`config.mk`:
```
export PLATFORM = sky130hd
export DESIGN_NAME = usr_susp_resume
export DESIGN_NICKNAME = d
export VERILOG_FILES = /design/src/usr_pkg.sv /design/src/usr_wake_if.sv /design/src/usr_susp_resume.sv /design/src/usr_idle_timer.sv /design/src/usr_wake_det.sv
export SDC_FILE = /design/constraint.sdc
export NUM_CORES = 1
export LEC_CHECK = 0
export BUFFER_PORTS_ARGS = -buffer_cell sky130_fd_sc_hd__buf_2
export CORE_MARGIN = 2
export CORE_UTILIZATION = 55
export CTS_BUF_LIST = sky130_fd_sc_hd__clkbuf_2 sky130_fd_sc_hd__clkbuf_4 sky130_fd_sc_hd__clkbuf_8
export CTS_CLUSTER_DIAMETER = 120
export DETAILED_ROUTE_END_ITERATION = 10
export PLACE_DENSITY = 0.81
export SLEW_MARGIN = 30
export SYNTH_ARGS = -nofsm -noshare
export SYNTH_HDL_FRONTEND = slang
export SYNTH_HIERARCHICAL = 1
export SYNTH_SLANG_ARGS = --single-unit
```
`constraint.sdc`:
```
create_clock -name CLK_SYS -period 5 [get_ports CLK_SYS]
set_clock_uncertainty 0.1 [all_clocks]
set_input_delay 1.5 -clock CLK_SYS [delete_from_list [all_inputs] [get_ports CLK_SYS]]
set_output_delay 1.5 -clock CLK_SYS [all_outputs]
set_load 0.1 [all_outputs]
```
`src/usr_pkg.sv`:
```
// Shared constants and types for the suspend, resume and wake-up block.
package usr_pkg;

    ////////////////////////////////////////////////////////////////////////////
    // Timing.
    localparam int CLK_PERIOD_NS = 5;
    localparam int TICK_NS = 1000;
    localparam int TICK_CYCLES = TICK_NS / CLK_PERIOD_NS;
    localparam int IDLE_SUSPEND_US = 5000;
    localparam int K_EXTEND_US = 1000;
    localparam int K_EXTEND_TICKS = K_EXTEND_US * 1000 / TICK_NS + 1;

    ////////////////////////////////////////////////////////////////////////////
    // Field positions and widths.
    localparam int IDLE_MODE_BIT = 0;
    localparam int P3_WIDTH = 8;
    localparam int P3_EXT_BIT = 2;

    ////////////////////////////////////////////////////////////////////////////
    // Interrupt vectors presented to the processor.
    localparam logic [7:0] VEC_NONE = 8'h00;
    localparam logic [7:0] VEC_SUSPEND = 8'h16;
    localparam logic [7:0] VEC_RESUME = 8'h15;
    localparam logic [7:0] VEC_EXT_EVENT = 8'h1f;

    ////////////////////////////////////////////////////////////////////////////
    // Reset values and bus line codes, ordered {minus, plus}.
    localparam logic FLAG_RST = 1'b0;
    localparam logic PIN_RST = 1'b1;
    localparam logic [1:0] BUS_J = 2'b01;
    localparam logic [1:0] BUS_K = 2'b10;

    // Power state of the device, Gray coded along the usual path.
    typedef enum logic [1:0] {
        ST_ACTIVE = 2'b00,
        ST_FLAGGED = 2'b01,
        ST_SUSPENDED = 2'b11,
        ST_RESUMING = 2'b10
    } usr_state_e;

endpackage : usr_pkg

```
`src/usr_wake_if.sv`:
```
// Signals between the power controller and the local wake detector.
`timescale 1ns/1ps
interface usr_wake_if;
    import usr_pkg::*;
    logic [P3_WIDTH-1:0] p3_pins;
    logic ext_pin;
    logic [P3_WIDTH-1:0] p3_mask;
    logic suspended;
    logic wake_set;
    logic ext_fall;
    modport det (input p3_pins, ext_pin, p3_mask, suspended, output wake_set, ext_fall);
    modport ctl (output p3_pins, ext_pin, p3_mask, suspended, input wake_set, ext_fall);
endinterface : usr_wake_if

```
`src/usr_susp_resume.sv`:
```
// Suspend, resume and remote wake-up controller for the device side.
`timescale 1ns/1ps
module usr_susp_resume
    import usr_pkg::*;
#(
    parameter int IDLE_TICKS = IDLE_SUSPEND_US
) (
    // Clock and reset.
    input wire logic CLK_SYS,
    input wire logic RST,
    // Upstream bus lines.
    input wire logic USB_DP,
    input wire logic USB_DM,
    output logic USB_DP_OUT,
    output logic USB_DM_OUT,
    output logic USB_OE_N,
    // Firmware controls.
    input wire logic CPU_POWER_CONTROL_WR,
    input wire logic [7:0] CPU_POWER_CONTROL_WDATA,
    input wire logic VEC_WR,
    input wire logic WAKEUP_REQUEST_BIT,
    input wire logic EXTERNAL_EVENT_ENABLE,
    input wire logic [P3_WIDTH-1:0] P3_MASK,
    // Wake pins.
    input wire logic [P3_WIDTH-1:0] PORT_THREE_INPUTS,
    input wire logic EXTERNAL_EVENT_PIN,
    // Status and interrupt outputs.
    output logic SUSPEND_REQUEST_FLAG,
    output logic RESUME_REQUEST_FLAG,
    output logic IDLE_MODE_FLAG,
    output logic [7:0] INTERRUPT_VECTOR,
    output logic CPU_IRQ,
    output logic EXT_INT0,
    output logic CLOCKS_ENABLE,
    output logic SUSPENDED
);

    ////////////////////////////////////////////////////////////////////////////
    // Bus line synchroniser.
    logic [1:0] bus_raw;
    logic [1:0] bs1_reg;
    logic [1:0] bs2_reg;
    logic [1:0] bs3_reg;
    logic [1:0] bus_reg;
    logic bus_idle;
    logic bus_act;
    assign bus_raw = {USB_DM, USB_DP};
    // Each line passes three flops and changes once the last two agree.
    for (genvar i = 0; i < 2; i++) begin : g_bus
        always_ff @(posedge CLK_SYS) begin
            if (RST) begin
                bs1_reg[i] <= BUS_J[i];
                bs2_reg[i] <= BUS_J[i];
                bs3_reg[i] <= BUS_J[i];
                bus_reg[i] <= BUS_J[i];
            end else begin
                bs1_reg[i] <= bus_raw[i];
                bs2_reg[i] <= bs1_reg[i];
                bs3_reg[i] <= bs2_reg[i];
                if (bs2_reg[i] == bs3_reg[i]) begin
                    bus_reg[i] <= bs3_reg[i];
                end
            end
        end
    end

    logic k_active;
    // Our own K drive must not look like host activity.
    assign bus_idle = (bus_reg == BUS_J) || k_active;
    assign bus_act = !bus_idle;

    ////////////////////////////////////////////////////////////////////////////
    // Helpers: idle timer, wake detector, microsecond tick.
    logic idle_expired;
    usr_wake_if wif ();
    usr_state_e state_reg;
    usr_state_e state_next;
    usr_idle_timer #(
        .TICKS(IDLE_TICKS)
    ) u_idle (
        .clk(CLK_SYS),
        .rst(RST),
        .bus_idle(bus_idle),
        .expired(idle_expired)
    );

    assign wif.p3_pins = PORT_THREE_INPUTS;
    assign wif.ext_pin = EXTERNAL_EVENT_PIN;
    assign wif.p3_mask = P3_MASK;
    assign wif.suspended = (state_reg == ST_SUSPENDED);
    usr_wake_det u_wake (
        .clk(CLK_SYS),
        .rst(RST),
        .w(wif.det)
    );
    logic [7:0] tick_cnt_reg;
    logic tick;
    // Free-running divider giving a one-cycle enable every microsecond.
    always_ff @(posedge CLK_SYS) begin
        if (RST || tick) begin
            tick_cnt_reg <= 8'h00;
        end else begin
            tick_cnt_reg <= tick_cnt_reg + 8'h01;
        end
    end

    assign tick = (tick_cnt_reg == 8'(TICK_CYCLES - 1));

    ////////////////////////////////////////////////////////////////////////////
    // Power state machine.
    logic idle_flag_reg;
    logic resume_ev;
    logic wake_ff_reg;
    logic int0_wake;
    assign resume_ev = (state_reg == ST_SUSPENDED) && bus_act;
    // Clocks stop only in the suspended state and return on resume or wake.
    always_comb begin
        state_next = state_reg;
        case (state_reg)
            ST_ACTIVE: begin
                if (idle_flag_reg) begin
                    state_next = ST_SUSPENDED;
                end else if (idle_expired) begin
                    state_next = ST_FLAGGED;
                end
            end
            ST_FLAGGED: begin
                if (idle_flag_reg) begin
                    state_next = ST_SUSPENDED;
                end else if (bus_act) begin
                    state_next = ST_ACTIVE;
                end
            end
            ST_SUSPENDED: begin
                if (resume_ev || wif.wake_set) begin
                    state_next = ST_RESUMING;
                end
            end
            ST_RESUMING: begin
                if (!idle_flag_reg) begin
                    state_next = ST_ACTIVE;
                end
            end
            default: begin
                state_next = ST_ACTIVE;
            end
        endcase
    end
    always_ff @(posedge CLK_SYS) begin
        if (RST) begin
            state_reg <= ST_ACTIVE;
            CLOCKS_ENABLE <= 1'b1;
            SUSPENDED <= FLAG_RST;
        end else begin
            state_reg <= state_next;
            CLOCKS_ENABLE <= (state_next != ST_SUSPENDED);
            SUSPENDED <= (state_next == ST_SUSPENDED);
        end
    end

    ////////////////////////////////////////////////////////////////////////////
    // Idle flag; the core is only gated, so it resumes after the idle write.
    assign int0_wake = wake_ff_reg && EXTERNAL_EVENT_ENABLE && (state_reg != ST_SUSPENDED);
    always_ff @(posedge CLK_SYS) begin
        if (RST) begin
            idle_flag_reg <= FLAG_RST;
        end else if (resume_ev || int0_wake) begin
            idle_flag_reg <= 1'b0;
        end else if (CPU_POWER_CONTROL_WR) begin
            idle_flag_reg <= CPU_POWER_CONTROL_WDATA[IDLE_MODE_BIT];
        end
    end

    assign IDLE_MODE_FLAG = idle_flag_reg;

    ////////////////////////////////////////////////////////////////////////////
    // Request flags; a set in the clearing cycle wins.
    logic clr_susp;
    logic clr_res;
    logic clr_ext;
    logic ext_pend_reg;
    assign clr_susp = VEC_WR && INTERRUPT_VECTOR == VEC_SUSPEND;
    assign clr_res = VEC_WR && INTERRUPT_VECTOR == VEC_RESUME;
    assign clr_ext = VEC_WR && INTERRUPT_VECTOR == VEC_EXT_EVENT;
    always_ff @(posedge CLK_SYS) begin
        if (RST) begin
            SUSPEND_REQUEST_FLAG <= FLAG_RST;
        end else if (idle_expired) begin
            SUSPEND_REQUEST_FLAG <= 1'b1;
        end else if (clr_susp) begin
            SUSPEND_REQUEST_FLAG <= 1'b0;
        end
    end

    always_ff @(posedge CLK_SYS) begin
        if (RST) begin
            RESUME_REQUEST_FLAG <= FLAG_RST;
        end else if (resume_ev) begin
            RESUME_REQUEST_FLAG <= 1'b1;
        end else if (clr_res) begin
            RESUME_REQUEST_FLAG <= 1'b0;
        end
    end

    // Wake flop is released only after suspend is left and the event vector is taken.
    always_ff @(posedge CLK_SYS) begin
        if (RST) begin
            wake_ff_reg <= FLAG_RST;
        end else if (wif.wake_set) begin
            wake_ff_reg <= 1'b1;
        end else if (clr_ext && state_reg != ST_SUSPENDED) begin
            wake_ff_reg <= 1'b0;
        end
    end

    // Ordinary event pin falls outside suspend.
    always_ff @(posedge CLK_SYS) begin
        if (RST) begin
            ext_pend_reg <= FLAG_RST;
        end else if (wif.ext_fall && EXTERNAL_EVENT_ENABLE) begin
            ext_pend_reg <= 1'b1;
        end else if (clr_ext) begin
            ext_pend_reg <= 1'b0;
        end
    end

    ////////////////////////////////////////////////////////////////////////////
    // Interrupt vector and request lines.
    logic [7:0] vec_next;
    always_comb begin
        if (SUSPEND_REQUEST_FLAG) begin
            vec_next = VEC_SUSPEND;
        end else if (RESUME_REQUEST_FLAG) begin
            vec_next = VEC_RESUME;
        end else if (EXT_INT0) begin
            vec_next = VEC_EXT_EVENT;
        end else begin
            vec_next = VEC_NONE;
        end
    end

    always_ff @(posedge CLK_SYS) begin
        if (RST) begin
            INTERRUPT_VECTOR <= VEC_NONE;
            EXT_INT0 <= FLAG_RST;
            CPU_IRQ <= FLAG_RST;
        end else begin
            INTERRUPT_VECTOR <= vec_next;
            EXT_INT0 <= (wake_ff_reg || ext_pend_reg) && EXTERNAL_EVENT_ENABLE;
            CPU_IRQ <= SUSPEND_REQUEST_FLAG || RESUME_REQUEST_FLAG || EXT_INT0;
        end
    end

    ////////////////////////////////////////////////////////////////////////////
    // Remote wake-up K drive: the request pulse plus a timed tail.
    logic [11:0] k_cnt_reg;
    always_ff @(posedge CLK_SYS) begin
        if (RST) begin
            k_cnt_reg <= 12'h000;
        end else if (WAKEUP_REQUEST_BIT) begin
            k_cnt_reg <= 12'(K_EXTEND_TICKS);
        end else if (tick && k_cnt_reg != 12'h000) begin
            k_cnt_reg <= k_cnt_reg - 12'h001;
        end
    end

    assign k_active = WAKEUP_REQUEST_BIT || k_cnt_reg != 12'h000;
    always_ff @(posedge CLK_SYS) begin
        if (RST) begin
            USB_OE_N <= 1'b1;
            USB_DP_OUT <= BUS_J[0];
            USB_DM_OUT <= BUS_J[1];
        end else begin
            USB_OE_N <= !k_active;
            USB_DP_OUT <= k_active ? BUS_K[0] : BUS_J[0];
            USB_DM_OUT <= k_active ? BUS_K[1] : BUS_J[1];
        end
    end
endmodule : usr_susp_resume

```
`src/usr_idle_timer.sv`:
```
// Bus idle timer that signals a suspend condition.
`timescale 1ns/1ps
module usr_idle_timer
    import usr_pkg::*;
#(
    parameter int TICKS = IDLE_SUSPEND_US
) (
    // Clock and reset.
    input wire logic clk,
    input wire logic rst,
    // Filtered bus state.
    input wire logic bus_idle,
    // One-cycle pulse after the full idle period.
    output logic expired
);

    logic [7:0] pre_reg;
    logic [15:0] cnt_reg;
    logic tick;

    // Prescaler restarts with any activity so the period is exact.
    always_ff @(posedge clk) begin
        if (rst || !bus_idle) begin
            pre_reg <= 8'h00;
        end else if (tick) begin
            pre_reg <= 8'h00;
        end else begin
            pre_reg <= pre_reg + 8'h01;
        end
    end

    assign tick = (pre_reg == 8'(TICK_CYCLES - 1));

    // Tick count saturates so one idle stretch reports once.
    always_ff @(posedge clk) begin
        if (rst || !bus_idle) begin
            cnt_reg <= 16'h0000;
        end else if (tick && cnt_reg != 16'(TICKS)) begin
            cnt_reg <= cnt_reg + 16'h0001;
        end
    end

    // Pulse on the tick that completes the period.
    always_ff @(posedge clk) begin
        if (rst) begin
            expired <= FLAG_RST;
        end else begin
            expired <= bus_idle && tick && cnt_reg == 16'(TICKS - 1);
        end
    end
endmodule : usr_idle_timer

```
`src/usr_wake_det.sv`:
```
// Local wake detector on the port-three and external event pins.
`timescale 1ns/1ps
module usr_wake_det
    import usr_pkg::*;
(
    // Clock and reset.
    input wire logic clk,
    input wire logic rst,
    // Pins, mask and suspend qualifier.
    usr_wake_if.det w
);

    localparam int NPIN = P3_WIDTH + 1;

    logic [NPIN-1:0] raw;
    logic [NPIN-1:0] s1_reg;
    logic [NPIN-1:0] s2_reg;
    logic [NPIN-1:0] s3_reg;
    logic [NPIN-1:0] filt_reg;
    logic [P3_WIDTH-1:0] gated;
    logic qual;
    logic qual_reg;
    logic ext_prev_reg;

    assign raw = {w.ext_pin, w.p3_pins};

    // Three-stage synchroniser per pin; a level counts once stages two and three agree.
    for (genvar i = 0; i < NPIN; i++) begin : g_sync
        always_ff @(posedge clk) begin
            if (rst) begin
                s1_reg[i] <= PIN_RST;
                s2_reg[i] <= PIN_RST;
                s3_reg[i] <= PIN_RST;
                filt_reg[i] <= PIN_RST;
            end else begin
                s1_reg[i] <= raw[i];
                s2_reg[i] <= s1_reg[i];
                s3_reg[i] <= s2_reg[i];
                if (s2_reg[i] == s3_reg[i]) begin
                    filt_reg[i] <= s3_reg[i];
                end
            end
        end
    end

    // A low, unmasked pin requests wake; the event pin stands in for bit two in suspend.
    for (genvar i = 0; i < P3_WIDTH; i++) begin : g_gate
        if (i == P3_EXT_BIT) begin : g_ext
            assign gated[i] = ~(w.suspended ? filt_reg[P3_WIDTH] : filt_reg[i])
                              & ~w.p3_mask[i];
        end else begin : g_port
            assign gated[i] = ~filt_reg[i] & ~w.p3_mask[i];
        end
    end

    assign qual = (|gated) & w.suspended;

    // Rising edge of the qualified wake term, and normal event pin falls.
    always_ff @(posedge clk) begin
        if (rst) begin
            qual_reg <= FLAG_RST;
            ext_prev_reg <= PIN_RST;
            w.wake_set <= FLAG_RST;
            w.ext_fall <= FLAG_RST;
        end else begin
            qual_reg <= qual;
            ext_prev_reg <= filt_reg[P3_WIDTH];
            w.wake_set <= qual && !qual_reg;
            w.ext_fall <= !w.suspended && ext_prev_reg && !filt_reg[P3_WIDTH];
        end
    end
endmodule : usr_wake_det

```
After elaboration in Yosys (flattened, before gate mapping)
Index checks and enable logic that the tools add are counted.

Output and inout port bits: 18. Bits of input ports: 33. Logic and storage cells: 190. Register bits after elaboration: 115.

Reductions and logical operators: 43. Eq/ne operators: 25. Add/sub/neg operators: 4. Bitwise operators: 25. Mux-type cells: 23.

Operators by type and width (count): == test 8 x 5 -> 1 bit (second input constant) (3); 2-to-1 mux 10 bit (2); adder 16 x 1 -> 16 bit (second input constant) (1); adder 8 x 1 -> 8 bit (second input constant) (2); == test 16 x 13 -> 1 bit (second input constant) (1); == test 8 bit (second input constant) (2); logical AND 1 bit (16); != test 16 x 13 -> 1 bit (second input constant) (1); inverter 1 bit (16); 2-to-1 mux 5 bit (3); 2-to-1 mux 2 bit (6); nonzero test 12 bit (1); subtractor 12 x 1 -> 12 bit (second input constant) (1); == test 1 bit (11); 2-to-1 mux 1 bit (11); nonzero test 2 bit (5); AND 1 bit (9); logical OR 1 bit (9); one-hot mux 2 bit (4 select lines) (1); OR reduction 2 bit (4); OR reduction 8 bit (1); == test 2 bit (second input constant) (3); logical NOT 1 bit (5); == test 2 x 1 -> 1 bit (second input constant) (2); other kinds (3) (4).

Longest topological paths before layout
Depth in word-level cells: 9. Gate-level depth with buffers: 11. Gate-level depth less buffers: 9.

Cells and area by module
Netlist, hierarchy kept.

Modules (own cells, without submodules): usr_susp_resume (cells each 208, area each 1915.6 um^2, times used 1, seq. area each 900.9 um^2); usr_idle_timer (cells each 138, area each 1218.7 um^2, times used 1, seq. area each 500.5 um^2); usr_wake_det (cells each 99, area each 1104.8 um^2, times used 1, seq. area each 720.7 um^2).

Worst setup path before layout
No wires, ideal clock.

Kind: register to output. From: reg INTERRUPT_VECTOR[2] (netlist name). To: out INTERRUPT_VECTOR[4]. Buffers on the path: 1. Required time: 3.400 ns. Data arrival time: 1.373 ns. Stages on the path, launching flop included: 2. Slack: 2.027 ns. Path through: dfxtp_1 > buf_4.

RTL lines: end, declared (RTL line usr_susp_resume.sv:31) `output logic [7:0] INTERRUPT_VECTOR,`.

Worst setup path in the final report
From: reg RESUME_REQUEST_FLAG. To: out RESUME_REQUEST_FLAG.

RTL lines: start, declared (RTL line usr_susp_resume.sv:29) `output logic RESUME_REQUEST_FLAG,`; start signal, assigned (RTL line usr_susp_resume.sv:197) `RESUME_REQUEST_FLAG <= FLAG_RST;`; start signal, assigned (RTL line usr_susp_resume.sv:199) `RESUME_REQUEST_FLAG <= 1'b1;`; start signal, assigned (RTL line usr_susp_resume.sv:201) `RESUME_REQUEST_FLAG <= 1'b0;`.

No word-level cell between the ends.

==> results_dict.tcl <==
set metrics [dict create \
    postSynthCellCount 445 \
    drc 0 \
    setup_viol 0 \
    grt_util_all_layers_pct 19.1 \
    first_iter_violations 125 \
    wirelength_met1_um 3370 \
    cts_buffer_depth 2 \
    synth.most_common_cell "dfxtp_1" \
    antenna_found_initial 0 \
    routed_wirelength_um 7630 \
    grt_pass1_wl_um 13100 \
    maxCapViolations 0 \
    wl_per_cell_um 13.1 \
    regToRegSetupSlack_ns 2.28 \
    grt_start_max_net_pins 76 \
    crit_required_ns 3.40 \
    synth.avg_cell_area_sq_um 9.53 \
    die_width_um 91.8 \
    synth_top_cells_by_count "106 x dfxtp_1, 40 x nor2_1, 29 x or2_2" \
    final-hold-violation-count 0 \
    comb_power_share_pct 7.3 \
    clkTransAtPathRegs_ns 0.10 \
    reg2reg_depth 8 \
    ys_seq_area_share_pct 50.1 \
    hp-start "u_wake/qual_reg$_SDFF_PP0_" \
    cts_made_buffers 9 \
    peakVddDrop_uv 203 \
    grt_pass1_vias 2963 \
    swShare_pct 26.2 \
    crit_buf_inv 1 \
    worst_slack_ns 2.14 \
    fin_setup_tns_ns 0 \
    die_y_um 91.8 \
    synth_top_area_share_pct 50.1 \
    grt_setup_unrepaired "false" \
    synth_xor_area_share_pct 3.10 \
    synth_mux_area_share_pct 0.266 \
    arrival_ns 1.26 \
    path_cells "buf_2" \
    post_cts_buffers 0 \
    antenna_left 0 \
    hold_depth 1 \
    pre_cts_ws_ns 1.89 \
    power.internal_uw 1090 \
    rows 32 \
    num_vias 3226 \
    ys_seq_elements 106 \
    cts-resized-gates 0 \
    power_switching_uw 387 \
    areaGrowthSynthToFinish_pct 9.62 \
    layout_min_cycle_time_ns 2.86 \
    multi_input_comb_area_sq_um 1960 \
    cp_slowest_cell "buf_2" \
    synth-edff-count 0 \
    htree_num_levels 3 \
    io_buffers 39 \
    cts_tree "yes" \
    synth_top_family_by_area "simple AND/OR/NAND/NOR gates" \
    yosys.area.top_type "dfxtp_1" \
    drive_gt1_share_pct 21.8 \
    wl_met3_um 413 \
    largest_register_ffs 16 \
    syn_area_sq_um 4240 \
    synth_compound_area_share_pct 12.8 \
    max_stage_delay_ns 0.46 \
    cts_root_buf "clkbuf_8" \
    place.gp.congestion 0.852 \
    power_density_nw_per_um2 318 \
    dr.max_layer_used "met4" \
    rr_startpoint "k_cnt_reg[0]$_SDFFE_PP0P_" \
    start_kind "flip-flop" \
    fmax_ghz 0.350 \
    seq_area_sq_um 2120 \
    final_max_slew_viol_count 0 \
    hold_class "flip-flop to flip-flop" \
    dieArea_sq_um 8430 \
    dp_hpwl_um 5180 \
    critPathKind "flip-flop to primary output" \
    p_clk_share_pct 33.2 \
    cp_num_cells 1 \
    synthAdderAreaFrac_pct 1.77 \
    final_nets 516 \
    yosysUniqueCellTypes 60 \
    antennaDiodeCount 0 \
    ios 51 \
    synthSimpleGateAreaFrac_pct 28.0 \
    synthFlopType "dfxtp_1" \
    seqPwrFrac_pct 59.5 \
    cts_hold_buf 0 \
    crit_family "buffers and inverters" \
    dr.pass1.iters 4 \
    slew_headroom_pct 51.4 \
    synthTopCellsByArea "dfxtp_1 50%, or2_2 4.3%, nor2_1 3.5%" \
    end_kind "primary output" \
    wl_met2_um 3730 \
    fill_cells 634 \
    crit_fanout 6 \
    finalCritPeriodShare_pct 57.2 \
    tightest_slew_ns 0.729 \
    coreArea_sq_um 7610 \
    start_util_pct 55.7 \
    avgViaCountPerCell 5.52 \
    hold_end "u_wake/w.wake_set$_SDFF_PP0_" \
    overflow 0 \
    clk_latency_ns 0.37 \
    status "complete, no violations" \
    yosys_warnings 6 \
    clock-sinks 106 \
    async_reset_ff_share_pct 0 \
    p_leak_uw 0.00178 \
    reg2reg_to "u_idle/cnt_reg[0]$_SDFFE_PP0P_" \
]
## metrics by stage
| step | total power [uW] | hold slack [ns] | cell area [sq um] | utilization, % | instances |
|---|---|---|---|---|---|
| 6_report | 1480 | 0.305 | 4650 | 61.1 | 584 |
| 3_5_place_dp | 1010 | 0.288 | 4460 | 58.6 | 568 |
| 3_3_place_gp | 1000 | 0.282 | 4460 | 58.6 | 568 |
| 5_1_grt | 1540 | 0.308 | 4650 | 61.1 | 584 |
| 4_1_cts | 1500 | 0.294 | 4650 | 61.1 | 584 |
| 2_1_floorplan | 984 | 0.270 | 4250 | - | 447 |
## cells by family after synthesis
| kind of cell | after synthesis |
|---|---|
| AND/OR/NAND/NOR | 197 |
| flip-flops | 106 |
| AO/OA/AOI/OAI | 85 |
| buffers and inverters | 34 |
| XOR/XNOR | 15 |
| adder cells (fa/ha/maj) | 6 |
| other | 1 |
| multiplexers | 1 |
## cell type report
cell class                 count  area share (%)
sequential                   106            45.7
multi-input combinational    307            42.1
timing repair buffer          40            4.36
tap                          102            2.75
clock buffer                   9            2.67
clock inverter                 7            1.40
inverter                      13            1.05
## placed cells by master, fill, tap and decap left out, types with 7 or more instances in the layout
cell type | netlist | routed
o21ai_0 | 8 | 8
dfxtp_1 | 106 | 106
nor2_1 | 40 | 40
inv_1 | 13 | 13
nor3_1 | 11 | 11
nand2_1 | 22 | 22
or2_2 | 29 | 29
o21bai_1 | 10 | 10
a31oi_1 | 8 | 8
buf_2 | 2 | 39
nand3_1 | 17 | 17
clkbuf_8 | 0 | 9
xor2_1 | 11 | 11
and3_1 | 7 | 7
or4_1 | 18 | 18
o31ai_1 | 10 | 10
a21oi_1 | 28 | 28
## power groups by stage
| stage | clock network (uW) | logic, uW | registers (uW) |
|---|---|---|---|
| 2_1_floorplan | 0 | 71.1 | 913 |
| 4_1_cts | 507 | 108 | 880 |
| 6_report | 491 | 108 | 880 |
| 5_1_grt | 538 | 119 | 884 |
| 3_5_place_dp | 0 | 108 | 900 |
| 3_3_place_gp | 0 | 104 | 898 |
## worst reg2reg max path: stages (launching register included)
cell and delay, ns:
dfxtp_1 0.36, inv_1 0.11, ha_1 0.17, nor4b_1 0.44, and2_1 0.35, nand3_1 0.16, nand2b_1 0.57, nor2_1 0.10
a31o_2 0.27
## metal layers
| metal | up-vias | track usage, % |
|---|---|---|
| met4 | 0 | 7.34 |
| met1 | 1492 | 23.0 |
| met2 | 87 | 32.3 |
| met3 | 10 | 5.42 |
| met5 | - | 0 |
| li1 | 1637 | - |
## how the worst max path moves through the flow
stage	startpoint	end	slack [ns]
floorplan	INTERRUPT_VECTOR[2]$_SDFF_PP0_	INTERRUPT_VECTOR[4]	2.03
global placement	WAKEUP_REQUEST_BIT	u_idle/cnt_reg[5]$_SDFFE_PP0P_	1.95
detailed placement	WAKEUP_REQUEST_BIT	u_idle/cnt_reg[6]$_SDFFE_PP0P_	1.89
CTS	RESUME_REQUEST_FLAG$_SDFFE_PP0P_	RESUME_REQUEST_FLAG	2.13
global route	k_cnt_reg[0]$_SDFFE_PP0P_	u_idle/cnt_reg[0]$_SDFFE_PP0P_	1.97
finish	RESUME_REQUEST_FLAG$_SDFFE_PP0P_	RESUME_REQUEST_FLAG	2.14
Power figures use the tool's default switching activity.
